**src/hw/fic_pkg.sv**
```systemverilog
// Shared constants and types for the four-level interrupt controller
package fic_pkg;

	// Source count and level encoding
	localparam int NUM_SRC = 15;
	localparam int LVL_W   = 2;

	// Special function register addresses
	localparam logic [7:0] ADDR_ENABLE_FIRST   = 8'h00_A8;
	localparam logic [7:0] ADDR_PRIO_LOW_STD   = 8'h00_B8;
	localparam logic [7:0] ADDR_PRIO_HIGH_STD  = 8'h00_B7;
	localparam logic [7:0] ADDR_ENABLE_SECOND  = 8'h00_E8;
	localparam logic [7:0] ADDR_PRIO_LOW_TMR   = 8'h00_F8;
	localparam logic [7:0] ADDR_PRIO_HIGH_TMR  = 8'h00_F7;
	localparam logic [7:0] ADDR_FLAGS_STD      = 8'h00_C0;
	localparam logic [7:0] ADDR_FLAGS_TMR      = 8'h00_C8;
	localparam logic [7:0] ADDR_FLAGS_OVF      = 8'h00_C9;

	// Bit positions inside the first enable register
	localparam int EN_GLOBAL_BIT = 7;

	// Reset values
	localparam logic [7:0] RST_REG = 8'h00_00;

	// Source index, ordered by vector address
	localparam logic [3:0] SRC_EXT0 = 4'h0;
	localparam logic [3:0] SRC_TMR0 = 4'h1;
	localparam logic [3:0] SRC_EXT1 = 4'h2;
	localparam logic [3:0] SRC_TMR1 = 4'h3;
	localparam logic [3:0] SRC_UART = 4'h4;
	localparam logic [3:0] SRC_I2C  = 4'h5;
	localparam logic [3:0] SRC_CAP0 = 4'h6;
	localparam logic [3:0] SRC_ADC  = 4'h0_A;
	localparam logic [3:0] SRC_CMP0 = 4'h0_B;
	localparam logic [3:0] SRC_TOVF = 4'h0_E;

	// Vector base and spacing
	localparam logic [15:0] VEC_BASE = 16'h0003;
	localparam int          VEC_STEP_SHIFT = 3;

	// Special function register write/read access
	typedef struct packed {
		logic       wr;
		logic       rd;
		logic [7:0] addr;
		logic [7:0] wdata;
	} fic_sfr_req_t;

	// Hardware event pulses from the sources
	typedef struct packed {
		logic [1:0] ext;
		logic [1:0] tmr;
		logic       uart_rx;
		logic       uart_tx;
		logic       i2c_status;
		logic       adc_done;
		logic [3:0] capture;
		logic [2:0] compare;
		logic       byte_ovf;
		logic       word_ovf;
	} fic_events_t;

	// Service state toward the core
	typedef enum logic [1:0] {
		FIC_IDLE,
		FIC_REQUEST
	} fic_state_t;

endpackage

```
**src/hw/fic_arbiter.sv**
```systemverilog
// Picks the winning pending source by level and fixed in-level order
`timescale 1ns/10ps
module fic_arbiter #(
	parameter int N = 15
) (
	input  wire logic [N-1:0]   req,     // Enabled pending sources
	input  wire logic [2*N-1:0] lvl,     // Two-bit level per source
	output logic                found,   // A source wins
	output logic [3:0]          win,     // Winner index
	output logic [1:0]          win_lvl  // Winner level
);

	// Position 0 is polled first within a level
	localparam logic [3:0] POLL [0:14] = '{4'h0, 4'h5, 4'h0_A, 4'h1,
		4'h6, 4'h0_B, 4'h2, 4'h7, 4'h0_C, 4'h3, 4'h8, 4'h0_D, 4'h4,
		4'h9, 4'h0_E};

	// Highest level first, then polling order; strict > keeps earliest
	always_comb begin
		found   = 1'b0;
		win     = 4'h0;
		win_lvl = 2'b00;
		for (int i = 0; i < N; i++) begin
			if (req[POLL[i]] && (!found ||
			    lvl[2*POLL[i] +: 2] > win_lvl)) begin
				found   = 1'b1;
				win     = POLL[i];
				win_lvl = lvl[2*POLL[i] +: 2];
			end
		end
	end

endmodule

```
**src/hw/fic_level_stack.sv**
```systemverilog
// Tracks which priority levels have a routine in service
`timescale 1ns/10ps
module fic_level_stack (
	input  wire logic       core_clk, // Core clock
	input  wire logic       rst_b,    // Async reset, active low
	input  wire logic       clk_en,   // Freezes state when low
	input  wire logic       push,     // Grant taken
	input  wire logic [1:0] push_lvl, // Level of granted routine
	input  wire logic       pop,      // Return from routine
	output logic [3:0]      active,   // One bit per level in service
	output logic [2:0]      cur_lvl   // Highest active level + 1, 0 none
);

	logic [3:0] active_r;
	logic [3:0] active_nxt;
	logic [3:0] top_mask;

	// Return always ends the highest active routine, so lower ones resume
	assign top_mask = active_r[3] ? 4'b1000 : active_r[2] ? 4'b0100 :
		active_r[1] ? 4'b0010 : active_r[0] ? 4'b0001 : 4'b0000;
	assign active_nxt = (active_r & ~(pop ? top_mask : 4'b0000)) |
		(push ? (4'b0001 << push_lvl) : 4'b0000);
	assign active  = active_r;
	assign cur_lvl = active_r[3] ? 3'd4 : active_r[2] ? 3'd3 :
		active_r[1] ? 3'd2 : active_r[0] ? 3'd1 : 3'd0;

	// Level bits
	always_ff @(posedge core_clk or negedge rst_b) begin
		if (!rst_b) begin
			active_r <= 4'b0000;
		end else if (clk_en) begin
			active_r <= active_nxt;
		end
	end

endmodule

```
**src/hw/fic_top.sv**
```systemverilog
// Fifteen-source four-level nested interrupt controller
// Functional notes
// - Fifteen sources, each any of four levels
// - Standard set: two pins, two timers, UART
// - Timer block gives eight requests, overflows ORed
// - Capture inputs set capture flags
// - Compare matches set compare flags
// - Byte and word overflow set overflow flags
// - Hardware never clears timer block flags
// - ADC request from conversion-done flag
// - Software may clear, not set, ADC flag
// - Other flags software set or clear freely
// - I2C request from serial-bus interrupt flag
// - Per-source enable: one permits, zero blocks
// - Global enable clear blocks every source
// - Two priority bits give levels zero to three
// - Grant only above every active routine level
// - Higher level pre-empts; lower resumes afterwards
// - Second enable register bit layout fixed
// - Standard low priority register bit layout fixed
// - Fixed in-level polling order among equals
// - Vectors 0003H to 0073H, step eight
`timescale 1ns/10ps
module fic_top (
	input  wire logic                core_clk,   // 20 MHz core clock
	input  wire logic                rst_b,      // Async reset, active low
	input  wire logic                clk_en,     // Freezes state when low
	input  wire fic_pkg::fic_sfr_req_t sfr,      // Register access
	input  wire fic_pkg::fic_events_t  evt,      // Source event pulses
	input  wire logic                ack,        // Core takes the vector
	input  wire logic                reti,       // Core returns from routine
	output logic [7:0]               rdata,      // Register read data
	output logic                     int_req,    // Request toward core
	output logic [15:0]              int_vector, // Vector of the request
	output logic [1:0]               int_level,  // Level of the request
	output logic [3:0]               in_service  // Levels in service
);

	localparam int N = fic_pkg::NUM_SRC;

	// Register state
	logic [7:0]   en_first_r;
	logic [7:0]   en_second_r;
	logic [7:0]   plow_std_r;
	logic [7:0]   phigh_std_r;
	logic [7:0]   plow_tmr_r;
	logic [7:0]   phigh_tmr_r;
	logic [N-1:0] flag_r;
	logic [N-1:0] flag_nxt;
	logic         byte_ovf_r;
	logic         word_ovf_r;
	logic         byte_ovf_nxt;
	logic         word_ovf_nxt;
	logic         uart_rx_r;
	logic         uart_tx_r;
	logic         uart_rx_nxt;
	logic         uart_tx_nxt;
	logic [7:0]   rdata_r;
	logic [7:0]   rdata_nxt;
	logic         int_req_r;
	logic [15:0]  int_vector_r;
	logic [1:0]   int_level_r;
	fic_pkg::fic_state_t state_r;
	fic_pkg::fic_state_t state_nxt;

	// Decoded writes
	wire wr_en1  = sfr.wr && sfr.addr == fic_pkg::ADDR_ENABLE_FIRST;
	wire wr_en2  = sfr.wr && sfr.addr == fic_pkg::ADDR_ENABLE_SECOND;
	wire wr_pls  = sfr.wr && sfr.addr == fic_pkg::ADDR_PRIO_LOW_STD;
	wire wr_phs  = sfr.wr && sfr.addr == fic_pkg::ADDR_PRIO_HIGH_STD;
	wire wr_plt  = sfr.wr && sfr.addr == fic_pkg::ADDR_PRIO_LOW_TMR;
	wire wr_pht  = sfr.wr && sfr.addr == fic_pkg::ADDR_PRIO_HIGH_TMR;
	wire wr_fstd = sfr.wr && sfr.addr == fic_pkg::ADDR_FLAGS_STD;
	wire wr_ftmr = sfr.wr && sfr.addr == fic_pkg::ADDR_FLAGS_TMR;
	wire wr_fovf = sfr.wr && sfr.addr == fic_pkg::ADDR_FLAGS_OVF;

	// Request vector built from flags
	logic [N-1:0] src_req;
	logic [N-1:0] src_en;
	logic [2*N-1:0] src_lvl;
	logic [N-1:0] eligible;

	// Standard flags by index; UART request is the OR of both flags
	assign src_req[0] = flag_r[0];
	assign src_req[1] = flag_r[1];
	assign src_req[2] = flag_r[2];
	assign src_req[3] = flag_r[3];
	assign src_req[4] = uart_rx_r | uart_tx_r;
	assign src_req[5] = flag_r[5];
	assign src_req[9:6]   = flag_r[9:6];
	assign src_req[10]    = flag_r[10];
	assign src_req[13:11] = flag_r[13:11];
	assign src_req[14]    = byte_ovf_r | word_ovf_r;

	// First enable: bits 0..6 are ext0,t0,ext1,t1,uart,i2c,adc
	// Second enable: captures 0..3, compares, overflow
	assign src_en[0] = en_first_r[0];
	assign src_en[1] = en_first_r[1];
	assign src_en[2] = en_first_r[2];
	assign src_en[3] = en_first_r[3];
	assign src_en[4] = en_first_r[4];
	assign src_en[5] = en_first_r[5];
	assign src_en[9:6]   = en_second_r[3:0];
	assign src_en[10]    = en_first_r[6];
	assign src_en[13:11] = en_second_r[6:4];
	assign src_en[14]    = en_second_r[7];

	// Per-source level from high and low priority bits
	function automatic logic [1:0] lvl_of(input logic hi, input logic lo);
		lvl_of = {hi, lo};
	endfunction

	// Standard low register: ext0,t0,ext1,t1,uart,i2c,adc at 0..6
	assign src_lvl[1:0]   = lvl_of(phigh_std_r[0], plow_std_r[0]);
	assign src_lvl[3:2]   = lvl_of(phigh_std_r[1], plow_std_r[1]);
	assign src_lvl[5:4]   = lvl_of(phigh_std_r[2], plow_std_r[2]);
	assign src_lvl[7:6]   = lvl_of(phigh_std_r[3], plow_std_r[3]);
	assign src_lvl[9:8]   = lvl_of(phigh_std_r[4], plow_std_r[4]);
	assign src_lvl[11:10] = lvl_of(phigh_std_r[5], plow_std_r[5]);
	assign src_lvl[13:12] = lvl_of(phigh_tmr_r[0], plow_tmr_r[0]);
	assign src_lvl[15:14] = lvl_of(phigh_tmr_r[1], plow_tmr_r[1]);
	assign src_lvl[17:16] = lvl_of(phigh_tmr_r[2], plow_tmr_r[2]);
	assign src_lvl[19:18] = lvl_of(phigh_tmr_r[3], plow_tmr_r[3]);
	assign src_lvl[21:20] = lvl_of(phigh_std_r[6], plow_std_r[6]);
	assign src_lvl[23:22] = lvl_of(phigh_tmr_r[4], plow_tmr_r[4]);
	assign src_lvl[25:24] = lvl_of(phigh_tmr_r[5], plow_tmr_r[5]);
	assign src_lvl[27:26] = lvl_of(phigh_tmr_r[6], plow_tmr_r[6]);
	assign src_lvl[29:28] = lvl_of(phigh_tmr_r[7], plow_tmr_r[7]);

	// Global enable gates every source regardless of its own bit
	assign eligible = src_req & src_en &
		{N{en_first_r[fic_pkg::EN_GLOBAL_BIT]}};

	// Arbitration
	logic       found;
	logic [3:0] win;
	logic [1:0] win_lvl;
	logic [3:0] active;
	logic [2:0] cur_lvl;

	fic_arbiter #(
		.N (N)
	) u_arb (
		.req     (eligible),
		.lvl     (src_lvl),
		.found   (found),
		.win     (win),
		.win_lvl (win_lvl)
	);

	// Granted only strictly above every routine in service
	wire grant_ok = found && ({1'b0, win_lvl} + 3'd1 > cur_lvl);
	// Only a request still shown counts, so a late ack is ignored
	wire take     = (state_r == fic_pkg::FIC_REQUEST) && int_req_r && ack;

	fic_level_stack u_stack (
		.core_clk (core_clk),
		.rst_b    (rst_b),
		.clk_en   (clk_en),
		.push     (take),
		.push_lvl (int_level_r),
		.pop      (reti),
		.active   (active),
		.cur_lvl  (cur_lvl)
	);

	// Vector address: base plus eight per source index
	wire [15:0] vec = fic_pkg::VEC_BASE +
		16'({12'h000, win} << fic_pkg::VEC_STEP_SHIFT);

	// Request is re-evaluated every cycle until the core takes it
	assign state_nxt = grant_ok ? fic_pkg::FIC_REQUEST : fic_pkg::FIC_IDLE;

	// Flag next state: hardware set wins over any software clear
	always_comb begin
		flag_nxt = flag_r;
		if (wr_fstd) begin
			flag_nxt[3:0] = sfr.wdata[3:0];
			flag_nxt[5]   = sfr.wdata[5];
			flag_nxt[10]  = flag_r[10] & sfr.wdata[6];
		end
		if (wr_ftmr) begin
			flag_nxt[9:6]   = sfr.wdata[3:0];
			flag_nxt[13:11] = sfr.wdata[6:4];
		end
		flag_nxt[0]     = flag_nxt[0] | evt.ext[0];
		flag_nxt[1]     = flag_nxt[1] | evt.tmr[0];
		flag_nxt[2]     = flag_nxt[2] | evt.ext[1];
		flag_nxt[3]     = flag_nxt[3] | evt.tmr[1];
		flag_nxt[5]     = flag_nxt[5] | evt.i2c_status;
		flag_nxt[9:6]   = flag_nxt[9:6] | evt.capture;
		flag_nxt[10]    = flag_nxt[10] | evt.adc_done;
		flag_nxt[13:11] = flag_nxt[13:11] | evt.compare;
		flag_nxt[4]     = 1'b0;
		flag_nxt[14]    = 1'b0;
	end

	// Flag index already equals the vector index of its source
	wire [N-1:0] flag_fix = flag_nxt;

	// UART and overflow flags, software writable both ways
	assign uart_rx_nxt  = (wr_fstd ? sfr.wdata[4] : uart_rx_r) | evt.uart_rx;
	assign uart_tx_nxt  = (wr_fovf ? sfr.wdata[2] : uart_tx_r) | evt.uart_tx;
	assign byte_ovf_nxt = (wr_fovf ? sfr.wdata[0] : byte_ovf_r) |
		evt.byte_ovf;
	assign word_ovf_nxt = (wr_fovf ? sfr.wdata[1] : word_ovf_r) |
		evt.word_ovf;

	// Read mux, unmapped addresses read zero
	always_comb begin
		unique case (sfr.addr)
			fic_pkg::ADDR_ENABLE_FIRST:  rdata_nxt = en_first_r;
			fic_pkg::ADDR_ENABLE_SECOND: rdata_nxt = en_second_r;
			fic_pkg::ADDR_PRIO_LOW_STD:  rdata_nxt = {1'b0, plow_std_r[6:0]};
			fic_pkg::ADDR_PRIO_HIGH_STD: rdata_nxt = {1'b0, phigh_std_r[6:0]};
			fic_pkg::ADDR_PRIO_LOW_TMR:  rdata_nxt = plow_tmr_r;
			fic_pkg::ADDR_PRIO_HIGH_TMR: rdata_nxt = phigh_tmr_r;
			fic_pkg::ADDR_FLAGS_STD:     rdata_nxt = {1'b0, flag_r[10],
				flag_r[5], uart_rx_r, flag_r[3], flag_r[2], flag_r[1],
				flag_r[0]};
			fic_pkg::ADDR_FLAGS_TMR:     rdata_nxt = {1'b0, flag_r[13:11],
				flag_r[9:6]};
			fic_pkg::ADDR_FLAGS_OVF:     rdata_nxt = {5'b0_0000, uart_tx_r,
				word_ovf_r, byte_ovf_r};
			default:                     rdata_nxt = fic_pkg::RST_REG;
		endcase
	end

	// Configuration registers
	always_ff @(posedge core_clk or negedge rst_b) begin
		if (!rst_b) begin
			en_first_r  <= fic_pkg::RST_REG;
			en_second_r <= fic_pkg::RST_REG;
			plow_std_r  <= fic_pkg::RST_REG;
			phigh_std_r <= fic_pkg::RST_REG;
			plow_tmr_r  <= fic_pkg::RST_REG;
			phigh_tmr_r <= fic_pkg::RST_REG;
		end else if (clk_en) begin
			if (wr_en1) en_first_r <= sfr.wdata;
			if (wr_en2) en_second_r <= sfr.wdata;
			if (wr_pls) plow_std_r <= sfr.wdata;
			if (wr_phs) phigh_std_r <= sfr.wdata;
			if (wr_plt) plow_tmr_r <= sfr.wdata;
			if (wr_pht) phigh_tmr_r <= sfr.wdata;
		end
	end

	// Flags
	always_ff @(posedge core_clk or negedge rst_b) begin
		if (!rst_b) begin
			flag_r     <= '0;
			uart_rx_r  <= 1'b0;
			uart_tx_r  <= 1'b0;
			byte_ovf_r <= 1'b0;
			word_ovf_r <= 1'b0;
		end else if (clk_en) begin
			flag_r     <= flag_fix;
			uart_rx_r  <= uart_rx_nxt;
			uart_tx_r  <= uart_tx_nxt;
			byte_ovf_r <= byte_ovf_nxt;
			word_ovf_r <= word_ovf_nxt;
		end
	end

	// Request toward the core, registered
	always_ff @(posedge core_clk or negedge rst_b) begin
		if (!rst_b) begin
			state_r      <= fic_pkg::FIC_IDLE;
			int_req_r    <= 1'b0;
			int_vector_r <= 16'h0000;
			int_level_r  <= 2'b00;
			rdata_r      <= fic_pkg::RST_REG;
		end else if (clk_en) begin
			state_r      <= state_nxt;
			int_req_r    <= grant_ok && !take;
			int_vector_r <= vec;
			int_level_r  <= win_lvl;
			rdata_r      <= rdata_nxt;
		end
	end

	assign rdata      = rdata_r;
	assign int_req    = int_req_r;
	assign int_vector = int_vector_r;
	assign int_level  = int_level_r;
	assign in_service = active;

endmodule

```
**config.mk**
```make
export PLATFORM = sky130hd
export DESIGN_NAME = fic_top
export DESIGN_NICKNAME = d
export VERILOG_FILES = /design/src/hw/fic_pkg.sv /design/src/hw/fic_arbiter.sv /design/src/hw/fic_level_stack.sv /design/src/hw/fic_top.sv
export SDC_FILE = /design/constraint.sdc
export NUM_CORES = 1
export LEC_CHECK = 0
export ABC_CLOCK_PERIOD_IN_PS = 46500
export BUFFER_PORTS_ARGS = -buffer_cell sky130_fd_sc_hd__buf_2
export CAP_MARGIN = 20
export CORE_ASPECT_RATIO = 0.5
export CORE_MARGIN = 10
export CORE_UTILIZATION = 54
export CTS_BUF_LIST = sky130_fd_sc_hd__clkbuf_2 sky130_fd_sc_hd__clkbuf_4 sky130_fd_sc_hd__clkbuf_8
export CTS_CLUSTER_SIZE = 28
export DETAILED_ROUTE_END_ITERATION = 10
export GPL_TIMING_DRIVEN = 0
export PLACE_DENSITY_LB_ADDON = 0.15
export RECOVER_POWER = 25
export SETUP_SLACK_MARGIN = 0.2
export SLEW_MARGIN = 15
export SYNTH_ARGS = -nofsm -noshare
export SYNTH_HDL_FRONTEND = slang
export SYNTH_SLANG_ARGS = --single-unit
```
**constraint.sdc**
```tcl
create_clock -name core_clk -period 46.5 [get_ports core_clk]
set_input_delay 4.65 -clock core_clk [delete_from_list [all_inputs] [get_ports core_clk]]
set_output_delay 4.65 -clock core_clk [all_outputs]
set_load 0.02 [all_outputs]
```
==> flow_summary_export.csv <==
group,metric,value,unit
critical_path,crit_type,"register to register",
global_routing,antenna_found_initial,0,
global_routing,grt_max_degree,59,
sta,worst_pin_slew,3.19,ns
floorplanning,die_x,164,microns
clock_network,h-tree-depth,3,
sta,timing.fmax,48.4,MHz
clock_network,tritoncts,"built",
pwr,power_leakage,2.97,nW
clock_network,clock_latency,0.37,ns
sta,clock_skew,0.0102,ns
sta,relSlewSlack,-113,%
drt,drc,0,
pwr,vdd_ir_drop_max,0.0116,mV
drt,wl,16700,microns
clock_network,clkTransAtPathRegs,0.08,ns
floorplanning,io_pins,71,
synthesis,synth.yosys.seq_area_share,37.5,%
critical_path,crit_fanout,10,
critical_path,ff2ff_path_depth,95,
floorplanning,dieHeight,92.1,microns
sta,hold_viol,0,
cells_and_area,layout-area-overhead-vs-synth,13.0,%
global_routing,grt_overflow,0,
drt,via_count,5084,
clock_network,cts_resized,0,
synthesis,synth_edf_count,0,
global_routing,first_global_vias,4952,
drt,drt.antenna.violating_nets,0,
clock_network,cts_buffer_depth,2,
sta,final.period_utilization,44.4,%
placement,pre_cts_ws,26.12,ns
global_routing,grt_pass1_wl,26600,microns
status,status,"finished, violations left",
synthesis,synth_ff_type,"dfrtp_1",
cells_and_area,diodes,0,
cells_and_area,multi_input_area,3290,sq um
synthesis,syn-cell-area,5610,sq um
critical_path,cp-start-kind,"register",
synthesis,synth.avg_cell_area,9.29,sq um
cells_and_area,fillers,870,
synthesis,netlist_instances,604,
synthesis,yosysUniqueCellTypes,80,
placement,placedCellCount,813,
critical_path,cpPeakStageDelay,0.64,ns
cells_and_area,stdcell_count,827,
placement,gp_congestion,0.913,
sta,finalWorstSetupSlack,25.84,ns
pwr,power_density,21.6,nW/um^2
drt,dr_wl_met2,7090,microns
critical_path,crit_path_top_delay_cell,"o311ai_0",
sta,setup_violations,0,
cells_and_area,seq_area,2100,sq um
synthesis,yosys_warnings,0,
worst_hold_path,hold_class,"register to register",
flow_run,cap_violations,1,
synthesis,ys_seq_elements,84,
critical_path,endpoint_kind,"register",
critical_path,crit_top_cell,"ha_1",
synthesis,synth-async-reset-ratio,100,%
floorplanning,die_area,15100,sq um
cells_and_area,drive_gt1_share,23.3,%
drt,m1WireLength,7540,microns
placement,io_buffers,55,
clock_network,post_cts_buffers,0,
drt,vias_per_cell,6.15,
clock_network,cts_hold_buffers,0,
clock_network,numClockSinks,84,
synthesis,synth_top_cell_by_area,"dfrtp_1",
status,violations,"max-capacitance violations, max-slew violations",
drt,dr.pass1.iters,7,
drt,top_layer,"met4",
drt,post_drt_wl_per_cell,20.2,microns
sta,slew_viol_final,59,
floorplanning,initial_core_util,55.1,%
critical_path,startpoint,"en_first_r[7]$_DFFE_PN0P_",
sta,rsz0062_at_grt,"false",
placement,hpwl,13100,microns
critical_path,required,46.73,ns
critical_path,cp.arrival,20.89,ns
worst_hold_path,hp-start,"int_vector[1]$_DFFE_PN0P_",
drt,first_iter_violations,561,
floorplanning,fp-row-count,26,
drt,dr_wl_met3,1890,microns
clock_network,cts_root_buffer,"clkbuf_8",
global_routing,track_usage,22.1,%
clock_network,cts_inserted_buffers,9,
synthesis,yosysTopAreaCellShare,37.5,%
worst_hold_path,hold_depth,1,
sta,setup_tns,0,ns
pwr,p_total,0.000137,W
cells_and_area,final_nets,750,
sta,finalCriticalPeriod,20.66,ns
critical_path,r2r-start,"en_first_r[7]$_DFFE_PN0P_",
synthesis,netlist_top_cells_area,"dfrtp_1, mux2_2, ha_1, nand2_1, mux2i_1",
floorplanning,core,10200,sq um
worst max-delay path: cells and delay by family, from the launching register on:
kind | cells | cell delay (ns)
AOI/OAI and AO/OA | 39 | 9.12
muxes | 3 | 1.16
and+or+nand+nor | 32 | 4.88
buffers and inverters | 5 | 0.63
DFF | 1 | 0.42
adders and majority gates | 16 | 4.32
metal layers:
metal | vias to the layer above | global-route usage [%]
met5 | - | 0
met4 | 0 | 4.44
met3 | 17 | 7.09
met2 | 232 | 33.1
met1 | 2440 | 30.6
li1 | 2395 | -
cells in the final DEF (no fill, tap or decap), types with 6 or more instances in the layout:
cell,count
a21oi_1,16
a221oi_1,12
a22o_1,7
a22oi_1,9
and3_1,12
buf_2,56
buf_4,13
clkbuf_1,13
clkbuf_8,11
conb_1,10
dfrtp_1,84
ha_1,25
inv_1,35
mux2_2,41
mux2i_1,17
nand2_1,74
nand3_1,27
nor2_1,44
nor2b_1,11
nor3_1,7
o21a_1,6
o21ai_0,27
o22ai_1,11
o31ai_1,7
or2_2,6
worst paths after layout:
| check | to | slack [ns] |
|---|---|---|
| max | state_r[0]$_DFFE_PN0P_ | 25.84 |
| min | int_vector[1]$_DFFE_PN0P_ | 0.49 |
| max reg2reg | state_r[0]$_DFFE_PN0P_ | 25.84 |
| min reg2reg | int_vector[1]$_DFFE_PN0P_ | 0.49 |
| max in group asynchronous | phigh_std_r[2]$_DFFE_PN0P_ | 38.20 |
| min in group asynchronous | flag_r[1]$_DFFE_PN0P_ | 4.60 |
Yosys cell counts, types with 12 or more instances:
cell type,instances
dfrtp_1,84
nand2_1,74
nor2_1,44
mux2_2,41
inv_1,35
nand3_1,27
o21ai_0,27
ha_1,25
mux2i_1,17
a21oi_1,16
a221oi_1,12
and3_1,12
sequential cells by signal, indices dropped and copies added, names as in the netlist, 2 cells and up:
signal and flops:
flag_r 13, en_first_r 8, en_second_r 8, phigh_tmr_r 8, plow_tmr_r 8, rdata 8, phigh_std_r 7, plow_std_r 7
int_vector 5, u_stack.active 4, int_level 2
where the power goes:
part | leakage [nW] | total (W) | internal [W] | switching (W)
Clock | 0.0831 | 0.0000468 | 0.0000214 | 0.0000254
Combinational | 1.86 | 0.0000140 | 0.00000499 | 0.00000899
Sequential | 1.04 | 0.0000764 | 0.0000745 | 0.00000184
Total | 2.97 | 0.000137 | 0.000101 | 0.0000363
logic make-up after synthesis:
family	after synthesis	synth area share, %
AO/OA/AOI/OAI	155	21.3
adder cells (fa/ha/maj)	25	5.58
buffers and inverters	62	5.17
flip-flops	84	37.5
multiplexers	58	11.3
other	1	0.0668
AND/OR/NAND/NOR	219	19.2
through the flow:
| stage | hold WS (ns) | cell area, sq um | utilization (%) |
|---|---|---|---|
| after CTS | 0.502 | 6350 | 62.4 |
| after global placement | 0.473 | 6090 | 59.9 |
| after detailed placement | 0.482 | 6190 | 60.8 |
| final | 0.495 | 6340 | 62.2 |
| after floorplan | 0.477 | 5640 | - |
| after global routing | 0.545 | 6340 | 62.2 |
area by class of cell:
cell class                 count  area share (%)
buffer                        27            2.51
clock inverter                 2           0.197
clock buffer                  11            2.39
inverter                      35            2.07
sequential                    84            33.2
multi-input combinational    467            51.8
timing repair buffer          61            5.05
tap                          140            2.76
No activity file was read; power rests on OpenSTA's default activity.
